`config.mk`:
```
export PLATFORM = sky130hd
export DESIGN_NAME = ewp_top
export DESIGN_NICKNAME = d
export VERILOG_FILES = /design/src/logic/ewp_pkg.sv /design/src/logic/ewp_page_buf.sv /design/src/logic/ewp_sync.sv /design/src/logic/ewp_top.sv
export SDC_FILE = /design/constraint.sdc
export NUM_CORES = 1
export LEC_CHECK = 0
export BUFFER_PORTS_ARGS = -buffer_cell sky130_fd_sc_hd__buf_2
export CORE_MARGIN = 1
export CORE_UTILIZATION = 56
export DETAILED_ROUTE_END_ITERATION = 16
export PLACE_DENSITY = 0.83
export SKIP_LAST_GASP = 1
export SYNTH_ARGS = -nofsm -noshare
export SYNTH_HDL_FRONTEND = slang
export SYNTH_SLANG_ARGS = --single-unit
```
`constraint.sdc`:
```
create_clock -name ref_clk -period 2.3 [get_ports ref_clk]
set_input_delay 0.23 -clock ref_clk [delete_from_list [all_inputs] [get_ports ref_clk]]
set_output_delay 0.23 -clock ref_clk [all_outputs]
set_load 0.1 [all_outputs]
```
`src/logic/ewp_pkg.sv`:
```
// Shared constants and types of the two-wire memory slave write path.
// Assumes one 20 MHz system clock that samples the bus pins.
package ewp_pkg;
	localparam int CLK_HZ = 20_000_000;
	localparam int CLK_PER_MS = CLK_HZ / 1000;
	localparam int PWRUP_TIME_MS = 1;
	localparam int PWRUP_CYCLES = PWRUP_TIME_MS * CLK_PER_MS;
	localparam int PROG_TIME_MS = 10;
	localparam int PROG_CYCLES = PROG_TIME_MS * CLK_PER_MS;
	localparam int CNT_W = 18;
	localparam int ADDR_W = 15;
	localparam int PAGE_W = 6;
	localparam int PAGE_BYTES = 64;
	localparam int PIN_W = 5;
	localparam logic [ADDR_W-1:0] PROT_BASE = 15'h6000;
	localparam logic [ADDR_W-1:0] PTR_RST = 15'h0000;
	localparam logic [3:0] BIT_LAST = 4'h7;
	localparam logic [3:0] BIT_ACK = 4'h8;
	localparam logic [PIN_W-1:0] PIN_RST = 5'h18;

	typedef enum logic [2:0] {
		ST_IDLE = 3'b000,
		ST_DEV = 3'b001,
		ST_AHI = 3'b010,
		ST_ALO = 3'b011,
		ST_WDAT = 3'b100,
		ST_RDAT = 3'b101,
		ST_SKIP = 3'b110
	} ewp_state_t;

	typedef struct packed {
		logic en;
		logic [ADDR_W-1:0] addr;
		logic [7:0] data;
	} ewp_mem_wr_t;
endpackage

```
`src/logic/ewp_page_buf.sv`:
```
// Page buffer: 64 bytes with one write port and a registered read port.
// Assumes the writer and reader never touch it in the same phase.
`timescale 1ns/1ps
module ewp_page_buf (
	// Clock and reset
	input wire logic clk,
	input wire logic arst_n,
	// Write port
	input wire logic wr_en,
	input wire logic [ewp_pkg::PAGE_W-1:0] wr_idx,
	input wire logic [7:0] wr_data,
	// Read port, data one cycle after the index
	input wire logic [ewp_pkg::PAGE_W-1:0] rd_idx,
	output logic [7:0] rd_data
);
	import ewp_pkg::*;

	logic [7:0] mem [PAGE_BYTES];
	logic [7:0] rd_data_r;

	always_ff @(posedge clk) begin
		if (wr_en) begin
			mem[wr_idx] <= wr_data;
		end
	end

	always_ff @(posedge clk or negedge arst_n) begin
		if (!arst_n) begin
			rd_data_r <= 8'h00;
		end else begin
			rd_data_r <= mem[rd_idx];
		end
	end

	assign rd_data = rd_data_r;
endmodule

```
`src/logic/ewp_sync.sv`:
```
// Two-stage synchroniser for levels that arrive from outside the clock domain.
// Assumes the reset value matches the idle level of each input.
`timescale 1ns/1ps
module ewp_sync #(
	parameter int W = 1,
	parameter logic [W-1:0] RST = '0
) (
	// Clock and reset
	input wire logic clk,
	input wire logic arst_n,
	// Levels in and out
	input wire logic [W-1:0] d,
	output logic [W-1:0] q
);
	logic [W-1:0] meta_r;
	logic [W-1:0] q_r;

	always_ff @(posedge clk or negedge arst_n) begin
		if (!arst_n) begin
			meta_r <= RST;
			q_r <= RST;
		end else begin
			meta_r <= d;
			q_r <= meta_r;
		end
	end

	assign q = q_r;
endmodule

```
`src/logic/ewp_top.sv`:
```
// Two-wire slave front end of a 32K x 8 memory: byte and page writes, reads.
// Assumes the array takes one write per cycle and returns read data combinationally.
// Summary of operation
// - During programming the device releases data and ignores its address.
// - Only the master clocks the bus and makes START and STOP.
// - Data line is open drain: pull low or release.
// - With write protect high, 6000H to 7FFFH is read-only.
// - Unconnected select pins read as zero, allowing four devices.
// - Data changes only while clock is low; else START or STOP.
// - START is data falling with clock high; ignore bus until it.
// - STOP is data rising with clock high; ends every operation.
// - Address byte: five type bits, two select bits, direction bit.
// - Acknowledge address only on match, then read or write.
// - Receiver holds data low during the ninth clock.
// - When selected for write, acknowledge every received byte.
// - Reading: send 8 bits, release, continue only on master ack.
// - Page write accepts up to 64 bytes in one cycle.
// - Beyond 64 bytes the page address wraps and overwrites.
// - Valid STOP after data starts programming all buffered bytes.
// - Polling: no ack while programming, ack once finished.
// - Protected target: ack address bytes, nack first data, no write.
`timescale 1ns/1ps
module ewp_top #(
	parameter logic [4:0] DEV_TYPE = 5'h0B, // Arbitrary value.
	parameter int PWRUP_CYCLES = ewp_pkg::PWRUP_CYCLES,
	parameter int PROG_CYCLES = ewp_pkg::PROG_CYCLES
) (
	// Clock and reset
	input wire logic ref_clk,
	input wire logic arst_n,
	// Two-wire bus pins
	input wire logic scl_i,
	input wire logic sda_i,
	output logic sda_o,
	output logic sda_oe,
	// Strap and protect pins
	input wire logic device_select_pin_low,
	input wire logic device_select_pin_high,
	input wire logic wp_i,
	// Array side
	output ewp_pkg::ewp_mem_wr_t mem_wr,
	output logic [ewp_pkg::ADDR_W-1:0] mem_rd_addr,
	input wire logic [7:0] mem_rd_data,
	output logic prog_busy
);
	import ewp_pkg::*;

	logic [PIN_W-1:0] pins_s;
	logic scl_s;
	logic sda_s;
	logic wp_s;
	logic [1:0] sel_s;
	logic scl_d_r;
	logic sda_d_r;
	logic scl_rise;
	logic scl_fall;
	logic start_det;
	logic stop_det;
	logic pwr_ok_r;
	logic [CNT_W-1:0] pwr_cnt_r;
	logic busy_r;
	logic [CNT_W-1:0] prog_cnt_r;
	logic prog_go;
	ewp_state_t st_r;
	logic [3:0] bit_r;
	logic [7:0] sh_r;
	logic [7:0] tx_r;
	logic oe_r;
	logic sda_o_r;
	logic mack_r;
	logic ld_r;
	logic first_r;
	logic [ADDR_W-1:0] ptr_r;
	logic [6:0] hi_r;
	logic [PAGE_BYTES-1:0] valid_r;
	logic fsm_run;
	logic byte_end;
	logic ack_end;
	logic dev_match;
	logic prot_hit;
	logic wr_ack;
	logic buf_we;
	logic rd_next;
	logic [7:0] buf_rd_data;
	logic walk_d_r;
	logic [PAGE_W-1:0] idx_d_r;
	ewp_mem_wr_t mem_wr_r;
	logic [8:0] ptr_page;

	// The clock pin is only ever sampled, never driven.
	ewp_sync #(
		.W(PIN_W),
		.RST(PIN_RST)
	) u_sync (
		.clk(ref_clk),
		.arst_n(arst_n),
		.d({scl_i, sda_i, wp_i, device_select_pin_high, device_select_pin_low}),
		.q(pins_s)
	);

	assign scl_s = pins_s[4];
	assign sda_s = pins_s[3];
	// Pad pull-downs make floating protect and select pins read low.
	assign wp_s = pins_s[2];
	assign sel_s = pins_s[1:0];

	always_ff @(posedge ref_clk or negedge arst_n) begin
		if (!arst_n) begin
			scl_d_r <= 1'h1;
			sda_d_r <= 1'h1;
		end else begin
			scl_d_r <= scl_s;
			sda_d_r <= sda_s;
		end
	end

	assign scl_rise = scl_s && !scl_d_r;
	assign scl_fall = !scl_s && scl_d_r;
	// A data edge while the clock stays high is a bus condition.
	assign start_det = scl_s && scl_d_r && sda_d_r && !sda_s;
	assign stop_det = scl_s && scl_d_r && !sda_d_r && sda_s;

	// The bus is ignored until the power-up delay has run out.
	always_ff @(posedge ref_clk or negedge arst_n) begin
		if (!arst_n) begin
			pwr_cnt_r <= '0;
			pwr_ok_r <= 1'h0;
		end else if (!pwr_ok_r) begin
			if (pwr_cnt_r == CNT_W'(PWRUP_CYCLES - 1)) begin
				pwr_ok_r <= 1'h1;
			end else begin
				pwr_cnt_r <= pwr_cnt_r + 1'b1;
			end
		end
	end

	assign fsm_run = pwr_ok_r && !busy_r && !start_det && !stop_det
		&& st_r != ST_IDLE && st_r != ST_SKIP;
	assign byte_end = fsm_run && scl_fall && bit_r == BIT_LAST;
	assign ack_end = fsm_run && scl_fall && bit_r == BIT_ACK;
	assign dev_match = sh_r[7:3] == DEV_TYPE && sh_r[2:1] == sel_s;
	assign prot_hit = wp_s && ptr_r >= PROT_BASE;
	assign wr_ack = !(first_r && prot_hit);
	assign buf_we = byte_end && st_r == ST_WDAT && wr_ack;
	assign rd_next = ack_end && st_r == ST_RDAT && (ld_r || mack_r);
	assign prog_go = stop_det && st_r == ST_WDAT && |valid_r && !busy_r;

	// Self-timed programming; the page is committed in its first cycles.
	always_ff @(posedge ref_clk or negedge arst_n) begin
		if (!arst_n) begin
			busy_r <= 1'h0;
			prog_cnt_r <= '0;
		end else if (prog_go) begin
			busy_r <= 1'h1;
			prog_cnt_r <= '0;
		end else if (busy_r) begin
			if (prog_cnt_r == CNT_W'(PROG_CYCLES - 1)) begin
				busy_r <= 1'h0;
			end else begin
				prog_cnt_r <= prog_cnt_r + 1'b1;
			end
		end
	end

	// Holds up to one full page of received data.
	ewp_page_buf u_buf (
		.clk(ref_clk),
		.arst_n(arst_n),
		.wr_en(buf_we),
		.wr_idx(ptr_r[PAGE_W-1:0]),
		.wr_data(sh_r),
		.rd_idx(prog_cnt_r[PAGE_W-1:0]),
		.rd_data(buf_rd_data)
	);

	// Only bytes received in this transaction reach the array.
	always_ff @(posedge ref_clk or negedge arst_n) begin
		if (!arst_n) begin
			walk_d_r <= 1'h0;
			idx_d_r <= '0;
			mem_wr_r <= '0;
		end else begin
			walk_d_r <= busy_r && prog_cnt_r < CNT_W'(PAGE_BYTES);
			idx_d_r <= prog_cnt_r[PAGE_W-1:0];
			mem_wr_r.en <= walk_d_r && valid_r[idx_d_r];
			mem_wr_r.addr <= {ptr_r[ADDR_W-1:PAGE_W], idx_d_r};
			mem_wr_r.data <= buf_rd_data;
		end
	end

	// Address pointer and page byte marks.
	always_ff @(posedge ref_clk or negedge arst_n) begin
		if (!arst_n) begin
			ptr_r <= PTR_RST;
			hi_r <= '0;
			valid_r <= '0;
		end else begin
			if (byte_end && st_r == ST_AHI) begin
				hi_r <= sh_r[6:0];
			end
			if (byte_end && st_r == ST_ALO) begin
				ptr_r <= {hi_r, sh_r};
				valid_r <= '0;
			end
			if (buf_we) begin
				valid_r[ptr_r[PAGE_W-1:0]] <= 1'h1;
				// Only the in-page bits count, so the page wraps.
				ptr_r[PAGE_W-1:0] <= ptr_r[PAGE_W-1:0] + 1'b1;
			end
			if (rd_next) begin
				ptr_r <= ptr_r + 1'b1;
			end
		end
	end

	// Bus protocol engine; bit_r counts clock falls within a 9-clock byte slot.
	always_ff @(posedge ref_clk or negedge arst_n) begin
		if (!arst_n) begin
			st_r <= ST_IDLE;
			bit_r <= 4'h0;
			sh_r <= 8'h00;
			tx_r <= 8'h00;
			oe_r <= 1'h0;
			mack_r <= 1'h0;
			ld_r <= 1'h0;
			first_r <= 1'h0;
		end else if (busy_r || !pwr_ok_r) begin
			st_r <= ST_IDLE;
			oe_r <= 1'h0;
		end else if (start_det) begin
			st_r <= ST_DEV;
			// The START's own clock fall closes a notional acknowledge slot.
			bit_r <= BIT_ACK;
			oe_r <= 1'h0;
		end else if (stop_det) begin
			st_r <= ST_IDLE;
			oe_r <= 1'h0;
		end else if (fsm_run) begin
			if (scl_rise) begin
				if (bit_r != BIT_ACK) begin
					sh_r <= {sh_r[6:0], sda_s};
				end else begin
					mack_r <= !sda_s;
				end
			end
			if (scl_fall) begin
				bit_r <= (bit_r == BIT_ACK) ? 4'h0 : bit_r + 4'h1;
			end
			if (byte_end) begin
				unique case (st_r)
					ST_DEV: begin
						if (dev_match) begin
							oe_r <= 1'h1;
							st_r <= sh_r[0] ? ST_RDAT : ST_AHI;
							ld_r <= sh_r[0];
						end else begin
							st_r <= ST_SKIP;
						end
					end
					ST_AHI: begin
						oe_r <= 1'h1;
						st_r <= ST_ALO;
					end
					ST_ALO: begin
						oe_r <= 1'h1;
						st_r <= ST_WDAT;
						first_r <= 1'h1;
					end
					ST_WDAT: begin
						first_r <= 1'h0;
						if (wr_ack) begin
							oe_r <= 1'h1;
						end else begin
							st_r <= ST_SKIP;
						end
					end
					ST_RDAT: begin
						oe_r <= 1'h0;
					end
				endcase
			end else if (ack_end) begin
				if (rd_next) begin
					oe_r <= !mem_rd_data[7];
					tx_r <= {mem_rd_data[6:0], 1'h0};
					ld_r <= 1'h0;
				end else begin
					oe_r <= 1'h0;
					if (st_r == ST_RDAT) begin
						st_r <= ST_SKIP;
					end
				end
			end else if (scl_fall && st_r == ST_RDAT) begin
				oe_r <= !tx_r[7];
				tx_r <= {tx_r[6:0], 1'h0};
			end
		end
	end

	// The data pad only ever pulls low.
	always_ff @(posedge ref_clk or negedge arst_n) begin
		if (!arst_n) begin
			sda_o_r <= 1'h0;
		end else begin
			sda_o_r <= 1'h0;
		end
	end

	assign sda_o = sda_o_r;
	assign sda_oe = oe_r;
	assign mem_wr = mem_wr_r;
	assign mem_rd_addr = ptr_r;
	assign prog_busy = busy_r;
	assign ptr_page = ptr_r[ADDR_W-1:PAGE_W];
endmodule

```
### Word-level counts from Yosys, hierarchy flattened

Memory sizes are Yosys's and may differ from the RTL's. A register that Yosys moved wholly into a read port is not among the register bits.
Index checks and enable logic that the tools add are counted.

* multiplexer cells: 56
* reductions and logical operators: 71
* $lt $le $gt $ge: 5
* bitwise gates (word level): 8
* $add $sub $neg: 5
* eq/ne operators: 23

Operators with widths (count)
* 2-to-1 mux 64 bit: 2
* OR 64 bit: 1
* OR reduction 64 bit: 1
* 2-to-1 mux 18 bit: 3
* adder 18 x 1 -> 18 bit (second input constant): 2
* 2-to-1 mux 3 bit: 11
* logical AND 1 bit: 31
* 2-to-1 mux 15 bit: 2
* 2-to-1 mux 1 bit: 24
* 2-to-1 mux 8 bit: 3
* AND reduction 6 bit: 4
* 2-to-1 mux 4 bit: 5
* == test 18 x 15 -> 1 bit (second input constant): 1
* == test 18 bit (second input constant): 1
* < comparator 18 x 7 -> 1 bit (second input constant): 1
* nonzero test 2 bit: 8
* adder 15 x 1 -> 15 bit (second input constant): 1
* >= comparator 15 bit (second input constant): 1
* < comparator 6 x 7 -> 1 bit (second input constant): 2
* zero test 1 bit: 12
* != test 6 x 5 -> 1 bit (second input constant): 2
* case mux 3 bit (4 select lines): 1
* nonzero test 5 bit: 2
* != test 8 x 3 -> 1 bit (second input constant): 1
* 31 further kinds: 46

* flip-flop bits (word level): 194
* output and inout bits: 42
* RAM bits: 512
* memories: 1
* word-level logic and storage cells: 194

Memories
* u_buf.mem: words 64, width 8, rd ports 1, clocked after memory_dff 1, wr ports 1, line ewp_page_buf.sv:18 `logic [7:0] mem [PAGE_BYTES];`

### Depth between registers and ports, before layout

* depth after elaboration: 19
* gate-level depth with buffers: 10
* gate-level depth less buffers: 8

### Hierarchy

A second synthesis with hierarchy kept.

* cell total of the unflattened synthesis: 1752
* area, all modules: 29127.9 µm²

Modules (own cells, without submodules)
* ewp_page_buf: sequential area each 15574.9 µm², times used 1, area each 20325.7 µm², cells each 993
* ewp_top: sequential area each 4581.9 µm², times used 1, area each 8546.9 µm², cells each 749
* ewp_sync: sequential area each 255.2 µm², times used 1, area each 255.2 µm², cells each 10

### Least setup slack after synthesis

OpenSTA, ideal clock, no wires.

* path kind: register to register
* start: register busy_r (netlist: prog_busy)
* end: memory u_buf.mem[63][0] (enable)
* arrival: 2.419 ns
* path slack: -0.493 ns
* clock period less this slack: 2.793 ns
* data required time: 1.926 ns
* buffers on the path: 0
* stages on the path, launching flop included: 6
* cells stage by stage: dfrtp_1 > and4bb_2 > o211ai_4 > nor3_2 > nand3_1 > nor2_1

* word-level cells in the longest chain between the ends: 12

RTL lines
* start: declaration: line ewp_top.sv:61 `logic busy_r;`
* start signal: assignment: line ewp_top.sv:151 `busy_r <= 1'h0;`
* start signal: assignment: line ewp_top.sv:154 `busy_r <= 1'h1;`
* start signal: assignment: line ewp_top.sv:158 `busy_r <= 1'h0;`
* zero test 1 bit: line ewp_top.sv:137 `assign fsm_run = pwr_ok_r && !busy_r && !start_det && !stop_det`
* logical AND 1 bit (3 in a row): line ewp_top.sv:137
* logical AND 1 bit (2 in a row): line ewp_top.sv:138 `&& st_r != ST_IDLE && st_r != ST_SKIP;`
* logical AND 1 bit (2 in a row): line ewp_top.sv:139 `assign byte_end = fsm_run && scl_fall && bit_r == BIT_LAST;`
* logical AND 1 bit (2 in a row): line ewp_top.sv:144 `assign buf_we = byte_end && st_r == ST_WDAT && wr_ack;`
* 2-to-1 mux 1 bit: line ewp_page_buf.sv:22 `if (wr_en) begin`
* 2-to-1 mux 1 bit (not written as such): line ewp_page_buf.sv:23 `mem[wr_idx] <= wr_data;`
* end: declaration: line ewp_page_buf.sv:18

Every way passes these cells.

==> impl_metrics.py <==
metrics = {
    "synthesis": {
        "synth.cells.most_frequent": "512 x edfxtp_1, 195 x dfrtp_1, 140 x nor2_1, 112 x mux4_2, 108 x mux2i_1",
        "synth.avg_cell_area_sq_um": 17.06,
        "yosys_most_used_dff": "edfxtp_1",
        "synth_top_area_share_pct": 53.86,
        "synth_largest_area_cell": "edfxtp_1",
        "synthCells": 1673,
        "synth_warnings": 0,
        "ys_top_cells_by_area": "edfxtp_1 54%, dfrtp_1 17%, mux4_2 8.8%",
        "ys_ff_latch": 713,
        "ys_seq_area_share_pct": 71.51,
        "synth-edff-count": 512,
        "yosysMostFrequentCell": "edfxtp_1",
        "async_flop_share_pct": 28.19,
        "syn_area_sq_um": 28540,
        "synthDistinctLibCells": 81,
        "syn_nets": 1694,
    },
    "routing": {
        "vias": 17841,
        "ant_nets": 0,
        "drt_iter0_drc": 2191,
        "drc_errors": 0,
        "wl_per_cell_um": 28.81,
        "viasPerCell": 6.600,
        "wirelength_um": 77870,
        "dr.pass1.iters": 6,
    },
    "setup_path": {
        "worst_setup_path_end_kind": "register",
        "cp_top_family": "simple AND/OR/NAND/NOR gates",
        "reg2reg_from": "prog_cnt_r[0]",
        "critical_path_class": "reg -> reg",
        "worstPathMaxFanout": 9,
        "crit_chain": "buf_8 > buf_6 > buf_4 > mux4_2 > mux2i_1 > nor2_1 > nor4_1 > buf_4 > nor4_1",
        "crit_arrival_ns": 2.90,
        "rrSetupSlack_ns": -0.1,
        "crit_path_start": "prog_cnt_r[0]",
        "critical_path.startpoint_type": "register",
        "crit_required_ns": 2.81,
        "cpPeakStageDelay_ns": 0.50,
        "crit_slowest_cell": "dfrtp_4",
        "crit_buf_inv": 4,
    },
    "pwr": {
        "power.leakage_nw": 11.63,
        "p_per_area_nw_per_um2": 740.3,
        "ir_drop_v": 0.0008833,
        "finalPower_w": 0.02610,
    },
    "run_status": {
        "status": "complete, but fails checks",
        "violations": "negative setup slack",
    },
    "clock_tree": {
        "cts.sink_count": 713,
        "ctsHtreeMaxLevel": 3,
        "cts_tree": "built",
        "cts_buffers": 72,
        "cts_root_buf": "clkbuf_16",
        "path_clk_slew_ns": 0.07,
        "clk_latency_ns": 0.64,
        "clock_path_buffers": 3,
    },
    "finish": {
        "final_area_sq_um": 35250,
        "drive_gt1_share_pct": 34.09,
        "syn_to_final_growth_pct": 23.49,
        "instances_no_fill": 2703,
        "fin_nets": 1992,
    },
    "timing": {
        "hold_viol_final": 0,
        "max_freq_ghz": 0.4174,
        "setup_viol": 9,
        "fin_ws_ns": -0.09563,
        "fin_skew_ns": 0.03171,
        "timing.slew.headroom_pct": 39.60,
        "rsz0062_at_grt": "yes",
        "fin_crit_ns": 2.396,
        "slew_violations": 0,
        "period_share_pct": 104.2,
        "worstMarginPinSlew_ns": 0.9059,
    },
    "place": {
        "dp.cells": 2523,
        "place.gp.congestion": 0.9830,
        "place_area_sq_um": 31710,
        "io_buffers": 55,
        "dp_hpwl_um": 44440,
        "pre_cts_ws_ns": -0.4591,
    },
    "flow_run": {
        "cap_violations": 0,
    },
    "grt": {
        "grt_pass1_wl_um": 111500,
        "first_global_vias": 17675,
        "antenna_found_initial": 2,
        "grt_max_degree": 75,
        "grt_use_total_pct": 28.93,
        "grt.overflow.total": 0,
    },
    "min_path": {
        "hold_class": "in -> async",
    },
    "floorplan": {
        "initial_core_util_pct": 56.90,
        "ioPinCount": 57,
        "row_count": 82,
        "die_x_um": 227.8,
        "core-area_sq_um": 50170,
        "dieArea_sq_um": 51880,
        "die_y_um": 227.8,
    },
}
-- cell type report --
class	instances	area (sq um)
clock inverters	38	503.0
well taps	672	840.8
fillers	2830	14920
multi-input cells	866	8290
diodes	1	2.502
flip-flops and latches	713	20440
repair buffers	301	3133
inverters	17	67.56
clock buffers	95	1969
-- final timing paths --
| check | endpoint | depth (start not counted) |
|---|---|---|
| max | u_buf.rd_data[3] | 9 |
| min | pwr_cnt_r[15] | 2 |
| max reg2reg | u_buf.rd_data[3] | 9 |
| min reg2reg | u_sync.q[1] | 0 |
| max in group asynchronous | prog_cnt_r[0] | 3 |
| min in group ref_clk | u_sync.meta_r[3] | 2 |
-- registers in the layout (all words and copies together) (netlist names), 8 cells and up --
register,count
u_buf.rd_data,8
pwr_cnt_r,18
valid_r,64
mem_wr,24
prog_cnt_r,18
mem_rd_addr,15
sh_r,8
u_buf.mem,512
-- power by group --
| group | switching, W | internal (W) | leakage [nW] |
|---|---|---|---|
| logic | 0.0000937 | 0.0000429 | 4.29 |
| registers | 0.00000680 | 0.0137 | 6.13 |
| clock network | 0.00508 | 0.00722 | 1.21 |
-- worst reg2reg max path, stage by stage, from the launching register on --
cell,delay (ns)
dfrtp_4,0.50
buf_8,0.15
buf_6,0.15
buf_4,0.17
mux4_2,0.34
mux2i_1,0.09
nor2_1,0.25
nor4_1,0.08
buf_4,0.18
nor4_1,0.38
-- cells by family (layout without fill, tap and decap cells) --
logic type	count (synthesis)	count (layout)	share of synthesized area (%)
xor gates and xnor gates	37	37	1.162
muxes	235	235	13.22
DFF	713	713	71.51
buffers and inverters	94	451	1.858
other	1	2	0.01314
adders and majority gates	6	6	0.2630
and+or+nand+nor	369	369	6.439
AOI/OAI and AO/OA	218	218	5.541
-- per-stage QoR --
stage	TNS (ns)	util, %	hold WS (ns)
final	-0.3564	70.26	0.1802
after global routing	-1.567	70.26	0.2259
after CTS	-0.3549	68.78	0.1970
after detailed placement	-4.614	63.21	0.2573
after global placement	-1.779	63.21	0.2569
after floorplan	-78.87	-	-0.06559
-- placed cells by master, fill, tap and decap left out, types with 17 or more instances in the layout --
cell	count
dfrtp_2	17
xnor2_1	18
o21ai_0	24
nor2_2	33
mux4_2	112
edfxtp_1	512
clkbuf_16	77
a21o_1	65
nand4_1	20
nor2_1	73
xor2_1	18
nor2_4	35
a21oi_1	19
o22ai_1	26
buf_4	154
nor4_1	22
buf_12	66
nand3_1	25
dfrtp_1	175
mux2i_1	100
buf_2	54
nand2_1	61
-- what timing repair did --
action,CTS,global route
hold buffers,14,0
setup endpoints to repair,221,358
buffers inserted,7,21
pin swaps,3,19
gates cloned,0,4
endpoints found under the hold margin,78,0
resized for setup,33,75
-- per-layer routing --
layer	share of wire [%]	global-route usage, %	vias to the layer above
met5	0.013	0	-
met4	4.4	11.91	2
met3	11	5.950	262
met2	49	47.12	1308
met1	36	38.33	9083
li1	-	-	7186
(Power assumes the default switching activity.)
